--- config.mk ---
export PLATFORM = sky130hd
export DESIGN_NAME = cec_retry_rx
export DESIGN_NICKNAME = d
export VERILOG_FILES = /design/src/cec_retry_rx_pkg.sv /design/src/cec_retry_rx.sv
export SDC_FILE = /design/constraint.sdc
export NUM_CORES = 1
export LEC_CHECK = 0
export BUFFER_PORTS_ARGS = -buffer_cell sky130_fd_sc_hd__buf_4
export CORE_MARGIN = 10
export CORE_UTILIZATION = 53
export CTS_BUF_LIST = sky130_fd_sc_hd__clkbuf_4 sky130_fd_sc_hd__clkbuf_8 sky130_fd_sc_hd__clkbuf_16
export DETAILED_ROUTE_END_ITERATION = 10
export PLACE_DENSITY = 0.81
export SKIP_LAST_GASP = 1
export SLEW_MARGIN = 25
export SYNTH_ARGS = -nofsm -noshare
export SYNTH_HDL_FRONTEND = slang
export SYNTH_SLANG_ARGS = --single-unit
--- constraint.sdc ---
create_clock -name clock -period 3.7 [get_ports clock]
set_input_delay 0.37 -clock clock [delete_from_list [all_inputs] [get_ports clock]]
set_output_delay 0.37 -clock clock [all_outputs]
set_load 0.1 [all_outputs]
--- src/cec_retry_rx_pkg.sv ---
// constants for the transmit retry and receive acceptance block
// assumes an avalon-mm slave with byte-wide register indices
package cec_retry_rx_pkg;
  localparam int          ADDR_W            = 8;
  localparam int          DATA_W            = 32;
  // printed offsets are register indices; byte address is four times the index
  localparam logic [7:0]  IDX_RETRY         = 8'h12;
  localparam logic [7:0]  IDX_ERRCNT        = 8'h14;
  localparam logic [7:0]  IDX_RXCTRL        = 8'h27;
  localparam logic [7:0]  IDX_LADDR01       = 8'h28;
  localparam logic [7:0]  IDX_LADDR2        = 8'h29;
  localparam logic [7:0]  IDX_POWER         = 8'h2A;
  localparam logic [7:0]  IDX_AGE           = 8'h53;
  localparam logic [7:0]  IDX_BUFMODE       = 8'h77;
  localparam logic [7:0]  IDX_TXSTAT        = 8'h93;
  localparam logic [7:0]  IDX_TXGO          = 8'h11;
  localparam logic [7:0]  IDX_CLEAR         = 8'hA0;
  localparam logic [7:0]  IDX_RXRELEASE     = 8'hA1;
  localparam int          RETRY_LSB         = 4;
  localparam int          REFUSE_BIT        = 1;
  localparam int          MASK_LSB          = 4;
  localparam int          LADDR1_LSB        = 4;
  localparam int          LOWCNT_LSB        = 4;
  localparam int          RETRY_EXH_BIT     = 2;
  localparam int          ARB_BIT           = 1;
  localparam int          SENT_BIT          = 0;
  localparam logic [2:0]  RETRY_RST         = 3'h1;
  localparam logic [3:0]  LADDR_RST         = 4'hF;
  localparam logic [2:0]  MASK_RST          = 3'h0;
  localparam logic [1:0]  AGE_EMPTY         = 2'h0;
  localparam logic [1:0]  AGE_FIRST         = 2'h1;
  localparam logic [1:0]  AGE_THIRD         = 2'h3;
  localparam int          NBUF              = 3;
endpackage

--- src/cec_retry_rx.sv ---
// transmit retry accounting and receive acceptance with three aged frame buffers
// assumes the bit engine reports tx events and rx header destinations as
// one-cycle pulses on this clock; registers are reached over avalon-mm
// Functional notes
// set exhausted flag when retries fail
// exhausted flag sticks until software clear
// flag meaningful only when mask enabled
// three-bit retry limit, resets to one
// software keeps retry limit at most five
// four-bit no-acknowledge count, reset zero
// four-bit low-drive count, upper nibble
// tx start clears both error counters
// receiver watches bus once powered up
// reception completion raises receive event
// refuse-ack bit suppresses all acknowledges
// three logical addresses reset to 1111
// mask bits 6:4 enable address matches
// full enabled buffers refuse new messages
// buffer-mode bit enables all three buffers
// two-bit age per buffer, 00 empty
// ages of buffers 0,1 at 1:0,3:2
// tx start auto-clears at transmission end
// exactly one outcome flagged per message
// store in lowest free buffer, stamp age
// each error consumes one retry attempt
// release renumbers ages oldest to 01
//
// Local design decision: the Avalon-MM slave port.
`timescale 1ns/1ps
module cec_retry_rx (
  input  wire logic         clock,
  input  wire logic         rst,
  input  wire logic [7:0]   avs_address,
  input  wire logic         avs_read,
  input  wire logic         avs_write,
  input  wire logic [31:0]  avs_writedata,
  input  wire logic [3:0]   avs_byteenable,
  output logic      [31:0]  avs_readdata,
  output logic              avs_waitrequest,
  output logic      [1:0]   avs_response,
  input  wire logic         tx_noack_event,
  input  wire logic         low_drive_error,
  input  wire logic         tx_done_ok,
  input  wire logic         tx_arb_lost,
  input  wire logic         rx_frame_end,
  input  wire logic [3:0]   rx_dest_addr,
  input  wire logic         rx_is_polling,
  output logic              tx_go,
  output logic              tx_retransmit,
  output logic              module_power_on,
  output logic              rx_ack_enable,
  output logic              rx_store,
  output logic      [1:0]   rx_store_index,
  output logic              rx_event
);
  logic [2:0] tx_retry_limit_q;
  logic [3:0] tx_noack_count_q, tx_low_drive_count_q;
  logic       rx_refuse_ack_q, rx_multi_buffer_enable_q;
  logic [2:0] rx_address_enable_mask_q;
  logic [3:0] laddr_q [3];
  logic [2:0] tx_status_q;
  logic [2:0] attempts_q;
  logic [1:0] age_q [3];
  logic       waited_q;
  logic       wr_acc, rd_acc;
  logic [7:0] idx;
  logic       tx_error, tx_retry_exhausted_live, tx_end;
  logic       addr_hit, store_ok, release_ok;
  logic [1:0] free_idx, nbuf_used;
  logic       free_any;
  logic [1:0] rel_idx;
  logic [1:0] rel_age;
  logic [31:0] rdata;
  logic        mapped;

  // one wait cycle keeps read data registered and gives a fixed two-cycle answer
  assign idx    = avs_address;
  assign wr_acc = avs_write && waited_q;
  assign rd_acc = avs_read && waited_q;

  always_ff @(posedge clock or posedge rst) begin
    if (rst) begin
      waited_q <= 1'b0;
    end else begin
      waited_q <= (avs_read || avs_write) && !waited_q;
    end
  end

  always_ff @(posedge clock or posedge rst) begin
    if (rst) begin
      avs_waitrequest <= 1'b1;
    end else begin
      avs_waitrequest <= !((avs_read || avs_write) && !waited_q);
    end
  end

  // control registers
  always_ff @(posedge clock or posedge rst) begin
    if (rst) begin
      tx_retry_limit_q         <= cec_retry_rx_pkg::RETRY_RST;
      rx_refuse_ack_q          <= 1'b0;
      rx_address_enable_mask_q <= cec_retry_rx_pkg::MASK_RST;
      laddr_q[0]               <= cec_retry_rx_pkg::LADDR_RST;
      laddr_q[1]               <= cec_retry_rx_pkg::LADDR_RST;
      laddr_q[2]               <= cec_retry_rx_pkg::LADDR_RST;
      rx_multi_buffer_enable_q <= 1'b0;
      module_power_on          <= 1'b0;
    end else if (wr_acc && avs_byteenable[0]) begin
      unique case (idx)
        // retry limit field
        cec_retry_rx_pkg::IDX_RETRY:
          tx_retry_limit_q <= avs_writedata[cec_retry_rx_pkg::RETRY_LSB +: 3];
        cec_retry_rx_pkg::IDX_RXCTRL: begin
          rx_refuse_ack_q          <= avs_writedata[cec_retry_rx_pkg::REFUSE_BIT];
          rx_address_enable_mask_q <= avs_writedata[cec_retry_rx_pkg::MASK_LSB +: 3];
        end
        cec_retry_rx_pkg::IDX_LADDR01: begin
          laddr_q[0] <= avs_writedata[3:0];
          laddr_q[1] <= avs_writedata[cec_retry_rx_pkg::LADDR1_LSB +: 4];
        end
        cec_retry_rx_pkg::IDX_LADDR2:  laddr_q[2] <= avs_writedata[3:0];
        cec_retry_rx_pkg::IDX_POWER:   module_power_on <= avs_writedata[0];
        cec_retry_rx_pkg::IDX_BUFMODE: rx_multi_buffer_enable_q <= avs_writedata[0];
        default: ;
      endcase
    end
  end

  // transmit side
  assign tx_error = tx_go && (tx_noack_event || low_drive_error);
  // error past the allowed attempts
  assign tx_retry_exhausted_live = tx_error && (attempts_q >= tx_retry_limit_q);
  assign tx_end = tx_go && (tx_done_ok || tx_arb_lost || tx_retry_exhausted_live);

  // start by write, clear at end
  always_ff @(posedge clock or posedge rst) begin
    if (rst) begin
      tx_go <= 1'b0;
    end else if (wr_acc && idx == cec_retry_rx_pkg::IDX_TXGO && avs_byteenable[0]) begin
      tx_go <= avs_writedata[0];
    end else if (tx_end) begin
      tx_go <= 1'b0;
    end
  end

  // one attempt per error
  always_ff @(posedge clock or posedge rst) begin
    if (rst) begin
      attempts_q    <= 3'h0;
      tx_retransmit <= 1'b0;
    end else begin
      tx_retransmit <= tx_error && !tx_retry_exhausted_live;
      if (wr_acc && idx == cec_retry_rx_pkg::IDX_TXGO && avs_writedata[0]) begin
        attempts_q <= 3'h0;
      end else if (tx_error && !tx_retry_exhausted_live) begin
        attempts_q <= attempts_q + 3'h1;
      end
    end
  end

  // no-ack counter
  // low-drive counter
  // cleared by tx start
  always_ff @(posedge clock or posedge rst) begin
    if (rst) begin
      tx_noack_count_q     <= 4'h0;
      tx_low_drive_count_q <= 4'h0;
    end else if (wr_acc && idx == cec_retry_rx_pkg::IDX_TXGO && avs_writedata[0]) begin
      tx_noack_count_q     <= 4'h0;
      tx_low_drive_count_q <= 4'h0;
    end else begin
      if (tx_go && tx_noack_event) begin
        tx_noack_count_q <= tx_noack_count_q + 4'h1;
      end
      if (tx_go && low_drive_error) begin
        tx_low_drive_count_q <= tx_low_drive_count_q + 4'h1;
      end
    end
  end

  // sticky outcome flags; set wins over clear
  // held until clear write
  // mask gating lives in the interrupt block outside
  // priority keeps outcomes exclusive
  always_ff @(posedge clock or posedge rst) begin
    if (rst) begin
      tx_status_q <= 3'h0;
    end else begin
      for (int i = 0; i < 3; i++) begin
        if (wr_acc && idx == cec_retry_rx_pkg::IDX_CLEAR && avs_writedata[i]) begin
          tx_status_q[i] <= 1'b0;
        end
      end
      if (tx_go && tx_done_ok) begin
        tx_status_q[cec_retry_rx_pkg::SENT_BIT] <= 1'b1;
      end else if (tx_go && tx_arb_lost) begin
        tx_status_q[cec_retry_rx_pkg::ARB_BIT] <= 1'b1;
      end else if (tx_retry_exhausted_live) begin
        tx_status_q[cec_retry_rx_pkg::RETRY_EXH_BIT] <= 1'b1;
      end
    end
  end

  // receive side
  // enable-masked addresses
  // destination must match an enabled one
  always_comb begin
    addr_hit = 1'b0;
    for (int i = 0; i < 3; i++) begin
      if (rx_address_enable_mask_q[i] && laddr_q[i] == rx_dest_addr) begin
        addr_hit = 1'b1;
      end
    end
  end

  // mode bit clear limits to buffer 0
  // lowest free buffer first
  always_comb begin
    free_any  = 1'b0;
    free_idx  = 2'h0;
    nbuf_used = 2'h0;
    for (int i = cec_retry_rx_pkg::NBUF - 1; i >= 0; i--) begin
      if ((i == 0 || rx_multi_buffer_enable_q) && age_q[i] == cec_retry_rx_pkg::AGE_EMPTY) begin
        free_any = 1'b1;
        free_idx = 2'(i);
      end
      if (age_q[i] != cec_retry_rx_pkg::AGE_EMPTY) begin
        nbuf_used = nbuf_used + 2'h1;
      end
    end
  end

  // only while powered
  // full buffers refuse
  assign store_ok = module_power_on && rx_frame_end && addr_hit && !rx_is_polling
                    && free_any && !rx_refuse_ack_q;
  assign rel_idx    = avs_writedata[1:0];
  assign release_ok = wr_acc && idx == cec_retry_rx_pkg::IDX_RXRELEASE
                      && rel_idx < 2'(cec_retry_rx_pkg::NBUF);
  assign rel_age    = release_ok ? age_q[rel_idx] : cec_retry_rx_pkg::AGE_EMPTY;

  // ages per buffer
  // renumber on release
  always_ff @(posedge clock or posedge rst) begin
    if (rst) begin
      for (int i = 0; i < cec_retry_rx_pkg::NBUF; i++) begin
        age_q[i] <= cec_retry_rx_pkg::AGE_EMPTY;
      end
    end else begin
      for (int i = 0; i < cec_retry_rx_pkg::NBUF; i++) begin
        if (release_ok && rel_idx == 2'(i)) begin
          age_q[i] <= cec_retry_rx_pkg::AGE_EMPTY;
        end else if (rel_age != cec_retry_rx_pkg::AGE_EMPTY && age_q[i] > rel_age) begin
          age_q[i] <= age_q[i] - 2'h1;
        end
      end
      // a store in the release cycle lands after renumbering
      if (store_ok) begin
        age_q[free_idx] <= nbuf_used - ((rel_age != cec_retry_rx_pkg::AGE_EMPTY) ? 2'h1 : 2'h0)
                           + cec_retry_rx_pkg::AGE_FIRST;
      end
    end
  end

  // refuse-ack
  // completion event
  always_ff @(posedge clock or posedge rst) begin
    if (rst) begin
      rx_ack_enable  <= 1'b0;
      rx_store       <= 1'b0;
      rx_store_index <= 2'h0;
      rx_event       <= 1'b0;
    end else begin
      rx_ack_enable  <= module_power_on && !rx_refuse_ack_q && addr_hit && free_any;
      rx_store       <= store_ok;
      rx_store_index <= free_idx;
      rx_event       <= store_ok;
    end
  end

  // read mux; R17 places the ages
  always_comb begin
    rdata  = 32'h0;
    mapped = 1'b1;
    unique case (idx)
      cec_retry_rx_pkg::IDX_RETRY:
        rdata[cec_retry_rx_pkg::RETRY_LSB +: 3] = tx_retry_limit_q;
      cec_retry_rx_pkg::IDX_ERRCNT:
        rdata[7:0] = {tx_low_drive_count_q, tx_noack_count_q};
      cec_retry_rx_pkg::IDX_RXCTRL: begin
        rdata[cec_retry_rx_pkg::REFUSE_BIT]    = rx_refuse_ack_q;
        rdata[cec_retry_rx_pkg::MASK_LSB +: 3] = rx_address_enable_mask_q;
      end
      cec_retry_rx_pkg::IDX_LADDR01: rdata[7:0] = {laddr_q[1], laddr_q[0]};
      cec_retry_rx_pkg::IDX_LADDR2:  rdata[3:0] = laddr_q[2];
      cec_retry_rx_pkg::IDX_POWER:   rdata[0] = module_power_on;
      cec_retry_rx_pkg::IDX_TXGO:    rdata[0] = tx_go;
      cec_retry_rx_pkg::IDX_AGE:     rdata[5:0] = {age_q[2], age_q[1], age_q[0]};
      cec_retry_rx_pkg::IDX_BUFMODE: rdata[0] = rx_multi_buffer_enable_q;
      cec_retry_rx_pkg::IDX_TXSTAT:  rdata[2:0] = tx_status_q;
      cec_retry_rx_pkg::IDX_CLEAR, cec_retry_rx_pkg::IDX_RXRELEASE: ;
      default: mapped = 1'b0;
    endcase
  end

  always_ff @(posedge clock or posedge rst) begin
    if (rst) begin
      avs_readdata <= 32'h0;
      avs_response <= 2'h0;
    end else if ((avs_read || avs_write) && !waited_q) begin
      avs_readdata <= avs_read ? rdata : 32'h0;
      avs_response <= mapped ? 2'h0 : 2'h3;
    end
  end

  property p_exhaust_sets;
    @(posedge clock) disable iff (rst)
      tx_retry_exhausted_live && !tx_done_ok && !tx_arb_lost
      |=> tx_status_q[cec_retry_rx_pkg::RETRY_EXH_BIT] && !tx_go;
  endproperty
  a_exhaust_sets: assert property (p_exhaust_sets) else $error("exhausted flag not set");

  property p_exhaust_sticks;
    @(posedge clock) disable iff (rst)
      tx_status_q[cec_retry_rx_pkg::RETRY_EXH_BIT] && !(wr_acc && idx == cec_retry_rx_pkg::IDX_CLEAR)
      |=> tx_status_q[cec_retry_rx_pkg::RETRY_EXH_BIT];
  endproperty
  a_exhaust_sticks: assert property (p_exhaust_sticks) else $error("exhausted flag dropped");

  property p_counters_clear;
    @(posedge clock) disable iff (rst)
      wr_acc && idx == cec_retry_rx_pkg::IDX_TXGO && avs_writedata[0]
      |=> tx_noack_count_q == 4'h0 && tx_low_drive_count_q == 4'h0 && attempts_q == 3'h0;
  endproperty
  a_counters_clear: assert property (p_counters_clear) else $error("counters not cleared");

  property p_noack_counts;
    @(posedge clock) disable iff (rst)
      tx_go && tx_noack_event && !wr_acc |=> tx_noack_count_q == $past(tx_noack_count_q) + 4'h1;
  endproperty
  a_noack_counts: assert property (p_noack_counts) else $error("noack count wrong");

  property p_one_outcome;
    @(posedge clock) disable iff (rst)
      tx_end |=> $countones(tx_status_q & ~$past(tx_status_q)) <= 1;
  endproperty
  a_one_outcome: assert property (p_one_outcome) else $error("two outcomes flagged");

  property p_single_buffer;
    @(posedge clock) disable iff (rst)
      !rx_multi_buffer_enable_q && store_ok |-> free_idx == 2'h0;
  endproperty
  a_single_buffer: assert property (p_single_buffer) else $error("extra buffer used");

  property p_refuse;
    @(posedge clock) disable iff (rst)
      rx_refuse_ack_q |=> !rx_ack_enable && !rx_store;
  endproperty
  a_refuse: assert property (p_refuse) else $error("acknowledged while refusing");

  property p_store_event;
    @(posedge clock) disable iff (rst)
      store_ok |=> rx_event && age_q[$past(free_idx)] != cec_retry_rx_pkg::AGE_EMPTY;
  endproperty
  a_store_event: assert property (p_store_event) else $error("store without age");
endmodule

### Yosys cells after proc, flatten, opt, wreduce, memory -nomap -nowiden

Index checks and enable logic that the tools add are counted.

* add/sub/neg operators: 10
* multipliers: 0
* divide/modulo/power cells: 0
* $lt $le $gt $ge: 8
* equal/unequal tests: 17
* shift operators: 0
* mux-type cells: 53
* bitwise operators: 2
* reductions and logical operators: 69

Operators by type and width (number)
* 1-bit logical AND: 40
* 2-bit two-way mux: 17
* 8-bit by 6-bit equality test with 1-bit output (second input constant): 4
* 8-bit by 5-bit equality test with 1-bit output (second input constant): 3
* 8-bit equality test (second input constant): 3
* 1-bit two-way mux: 18
* 2-bit nonzero test: 9
* 8-bit by 7-bit equality test with 1-bit output (second input constant): 2
* 4-bit two-way mux: 4
* 4-bit equality test: 3
* 2-bit AND reduction: 6
* 12-bit OR reduction: 1
* 2-bit case mux with 5 select lines: 1
* 4-bit by 1-bit adder with 4-bit output (second input constant): 2
* 2-bit zero test: 4
* 8-bit two-way mux: 1
* 1-bit case mux with 4 select lines: 2
* 1-bit case mux with 8 select lines: 1
* 2-bit by 1-bit adder with 2-bit output (second input constant): 3
* 6-bit bitwise mux: 1
* 3-bit greater-or-equal comparator (second input constant): 2
* 2-bit greater-than comparator: 3
* 3-bit two-way mux: 2
* 6-bit two-way mux: 1
* other kinds (16): 26

* flip-flop bits (word level): 83
* bits in latches: 0
* memory bits (writable): 0
* bits in read-only memories: 0
* output and inout bits: 43
* memories: 0

### Longest topological paths before layout

* depth after elaboration: 12
* gate-level depth with buffers: 12
* mapped depth without buffers: 10

### Worst setup path after synthesis

Ideal clock, no wire load.

* path kind: input port to flip-flop
* from: input port avs_address[4]
* to: register age_q[2] (netlist bit)
* data arrival time: 2.849 ns
* setup slack: 0.786 ns
* stages on the path: 12
* buffers on the path: 2
* path through: and4bb_1 and4_1 buf_4 and3_1 clkbuf_1 nand2_1 ha_1 nand2_1 a311o_1 or4_1 o211ai_1 mux2_2

* word-level cells in the longest chain between the ends: 10

RTL lines
* start: declaration: RTL line cec_retry_rx.sv:33 `input wire logic [7:0] avs_address,`
* 8-bit equality test (*): RTL line cec_retry_rx.sv:238 `assign release_ok = wr_acc && idx == cec_retry_rx_pkg::IDX_RXRELEASE`
* 1-bit logical AND (*): RTL line cec_retry_rx.sv:238
* 1-bit logical AND (*): RTL line cec_retry_rx.sv:239 `&& rel_idx < 2'(cec_retry_rx_pkg::NBUF);`
* 2-bit two-way mux: RTL line cec_retry_rx.sv:240 `assign rel_age = release_ok ? age_q[rel_idx] : cec_retry_rx_pkg::AGE_EMPTY;`
* 2-bit nonzero test or 2-bit greater-than comparator (tied branches): RTL line cec_retry_rx.sv:253, cec_retry_rx.sv:259
* 1-bit two-way mux or 1-bit logical AND (tied branches): RTL line cec_retry_rx.sv:259, cec_retry_rx.sv:253
* 2-bit by 1-bit subtractor with 2-bit output or 2-bit two-way mux (tied branches): RTL line cec_retry_rx.sv:259, cec_retry_rx.sv:253
* 2-bit by 1-bit adder with 2-bit output or 2-bit two-way mux (tied branches): RTL line cec_retry_rx.sv:260, cec_retry_rx.sv:251
* 6-bit bitwise mux: RTL line cec_retry_rx.sv:259 `age_q[free_idx] <= nbuf_used - ((rel_age != cec_retry_rx_pkg::AGE_EMPTY) ? 2'h1 : 2'h0)`
* 6-bit two-way mux (*): RTL line cec_retry_rx.sv:258 `if (store_ok) begin`
* end signal: indexed assignment: RTL line cec_retry_rx.sv:252 `age_q[i] <= cec_retry_rx_pkg::AGE_EMPTY;`
* end signal: indexed assignment: RTL line cec_retry_rx.sv:254 `age_q[i] <= age_q[i] - 2'h1;`
* end signal: indexed assignment: RTL line cec_retry_rx.sv:259
* end: declaration: RTL line cec_retry_rx.sv:63 `logic [1:0] age_q [3];`

Every way passes the cells marked *; elsewhere a longest branch is shown, timed or not.
A chain may end at the register's enable or synchronous reset.

### Worst setup path after layout

* from: register age_q[1] (netlist bit)
* to: register age_q[3] (netlist bit)

* word-level cells in the longest chain between the ends: 12

RTL lines
* start signal: indexed assignment: RTL line cec_retry_rx.sv:247 `age_q[i] <= cec_retry_rx_pkg::AGE_EMPTY;`
* start signal: indexed assignment: RTL line cec_retry_rx.sv:252
* start signal: indexed assignment: RTL line cec_retry_rx.sv:254
* branches (longest 11 deep; another with 2-bit by 1-bit adder with 2-bit output)
* 6-bit two-way mux (*): RTL line cec_retry_rx.sv:258

Mark *: on every way between the ends. The select of a mux whose other input is x is not followed.

==> impl_metrics.tcl <==
set metrics [dict create \
    syn_inst 392 \
    clkPwrFrac_pct 36.9 \
    maxClockFrequency_mhz 341 \
    regArea_mm2 0.00147 \
    routed_wirelength_um 9990 \
    timing.slew.headroom_pct 42.4 \
    power_switching_w 0.000492 \
    place.port_buffers 49 \
    ys_ff_latch 58 \
    fin_tns_setup_ns 0 \
    clkTransAtPathRegs_ns 0.06 \
    wl_per_cell_um 18.6 \
    avgSynthCellArea_um2 9.73 \
    final_common_cell "buf_4" \
    status "complete, no violations" \
    via_per_inst 5.80 \
    start_util_pct 55.2 \
    gp_congestion 0.980 \
    grt_use_total_pct 18.0 \
    row_count 30 \
    synth_cell_types 63 \
    period_minus_slack_ns 2.93 \
    ctsLongestPathBuffers 2 \
    detailed_place_hpwl_um 7900 \
    antenna_cells 0 \
    antenna_found_initial 0 \
    fill_cells 600 \
    drc 0 \
    multiInputGateArea_mm2 0.00206 \
    core_mm2 0.00691 \
    worst_pin_slew_ns 0.862 \
    mostFrequentLayoutCells "buf_4 (51), dfrtp_1 (44), nand2_1 (31), nor2_1 (31), inv_1 (25)" \
    ys.flop_type "dfrtp_1" \
    ctsHtreeMaxLevel 3 \
    die-width_um 105 \
    r2r_cells 9 \
    synth_edf_count 0 \
    die_area_mm2 0.0110 \
    p_leak_nw 2.03 \
    grt_pass1_vias 3250 \
    area_growth_pct 13.3 \
    hold_path_class "input port to async pin" \
    internal-power_w 0.00102 \
    first_pass_iters 5 \
    clock-sinks 58 \
    dieHeight_um 105 \
    r2r-start "age_q[1]" \
    ir_drop_mv 0.135 \
    rsz0062_at_grt "false" \
    post_cts.repair.setup_buffers 0 \
    cap_violations 0 \
    fin_util_pct 62.6 \
    cts-hold-fix-buffers 0 \
    maxSlewViolCount 0 \
    critPathCaptureType "flip-flop" \
    vias 3119 \
    cts_buffers 9 \
    cts_tree "yes" \
    r2r_slack_ns 0.77 \
    power_density_mw_per_mm2 350 \
    p_sw_share_pct 32.6 \
    ios 101 \
    ant_nets 0 \
    grt_overflow 0 \
    arrival_ns 3.14 \
    yosys_warnings 0 \
    rr_endpoint "age_q[3]" \
    first_iter_violations 253 \
    path_class "flip-flop to flip-flop" \
    clk_latency_ns 0.35 \
    synthesis.area_mm2 0.00381 \
    setup_viol 0 \
    critPathMaxFanout 5 \
    fin_crit_sh_pct 79.2 \
    power_frac_comb_pct 19.5 \
    fin_skew_ns 0.00572 \
    grt_pass1_wl_um 16000 \
    crit_required_ns 3.91 \
    layout-drive-gt1-share_pct 25.6 \
    cts_resized 0 \
    hold_viol 0 \
    fin_nets 512 \
    yosysSeqAreaShare_pct 38.5 \
    grt_max_degree 35 \
    cts_root_buffer "clkbuf_8" \
    pwr-share-seq_pct 43.6 \
    crit_path_start_kind "flip-flop" \
    async_flop_share_pct 100 \
]
stage by stage:
step | hold WS [ns] | instances | power, W | setup slack [ns] | instance area (µm²)
global route | 0.0941 | 538 | 0.00156 | 0.606 | 4320
global placement | 0.425 | 522 | 0.000958 | 0.601 | 4130
floorplan | 0.464 | 415 | 0.000918 | 0.786 | 3900
CTS | 0.0657 | 538 | 0.00151 | 0.800 | 4320
detailed placement | 0.437 | 522 | 0.000963 | 0.495 | 4130
finish | 0.0568 | 538 | 0.00151 | 0.768 | 4320
sequential cells by signal, summed over array words and instances (netlist names):
| signal | count |
|---|---|
| rx_store_index | 2 |
| tx_go | 1 |
| avs_response | 1 |
| rx_event | 1 |
| avs_waitrequest | 1 |
| laddr_q | 12 |
| tx_retransmit | 1 |
| tx_noack_count_q | 4 |
| rx_multi_buffer_enable_q | 1 |
| tx_retry_limit_q | 3 |
| rx_ack_enable | 1 |
| rx_refuse_ack_q | 1 |
| module_power_on | 1 |
| attempts_q | 3 |
| avs_readdata | 8 |
| tx_status_q | 3 |
| age_q | 6 |
| tx_low_drive_count_q | 4 |
| rx_address_enable_mask_q | 3 |
| waited_q | 1 |
synth_stat cells (8+ instances only):
library cell | instances | area share, %
a22o_1 | 8 | 1.8
a22oi_1 | 8 | 1.6
buf_4 | 27 | 5.3
dfrtp_1 | 44 | 29
dfstp_2 | 14 | 9.6
ha_1 | 17 | 5.6
inv_1 | 26 | 2.6
mux2_2 | 17 | 5.0
mux2i_1 | 8 | 2.1
nand2_1 | 31 | 3.1
nand3_1 | 13 | 1.7
nor2_1 | 31 | 3.1
o21ai_0 | 14 | 1.8
xor2_1 | 9 | 2.1
logic make-up (layout without fill, tap and decap cells):
logic type	count (synthesis)	in the layout	share of synthesized area, %
buffers and inverters	66	93	9.68
multiplexers	28	28	8.30
AO/OA/AOI/OAI	73	73	14.6
AND/OR/NAND/NOR	133	133	19.5
XOR/XNOR	16	16	3.67
other	1	24	0.0983
adder cells (fa/ha/maj)	17	17	5.58
flip-flops	58	58	38.5
worst max-delay path, stage by stage (launching register included):
cell	delay, ns
dfrtp_1	0.48
mux2i_1	0.16
o2bb2ai_1	0.38
nand2_1	0.20
ha_1	0.36
nand2_1	0.08
a311o_1	0.41
or2_2	0.31
a221oi_1	0.29
mux2i_1	0.13
power by group through the flow:
stage	clock network (W)	logic, W	registers (W)
2_1_floorplan	0	0.000222	0.000695
3_3_place_gp	0	0.000289	0.000669
3_5_place_dp	0	0.000293	0.000669
4_1_cts	0.000561	0.000294	0.000658
5_1_grt	0.000591	0.000310	0.000659
6_report	0.000558	0.000295	0.000659
worst max path at each step:
stage	start	to	slack [ns]	cells past startpoint
finish	age_q[1]	age_q[3]	0.77	9
global route	age_q[1]	age_q[3]	0.61	9
CTS	age_q[1]	age_q[3]	0.80	9
detailed placement	avs_address[4]	age_q[3]	0.49	11
global placement	avs_address[4]	age_q[2]	0.60	11
floorplan	avs_address[4]	age_q[2]	0.79	12
cell type report:
class | instances | area share (%)
Multi-Input combinational cell | 291 | 47.7
Timing Repair Buffer | 51 | 8.86
Clock buffer | 14 | 4.17
Tap cell | 96 | 2.78
Clock inverter | 2 | 0.232
Sequential cell | 58 | 34.0
Inverter | 26 | 2.26
per-layer routing:
layer / wire length (µm) / GRT usage, %
met3: 687 / 4.48
met5: 0 / 0
met4: 284 / 9.02
met2: 5050 / 31.3
met1: 3970 / 19.9
Note: power is estimated with default switching activity, not from simulation.
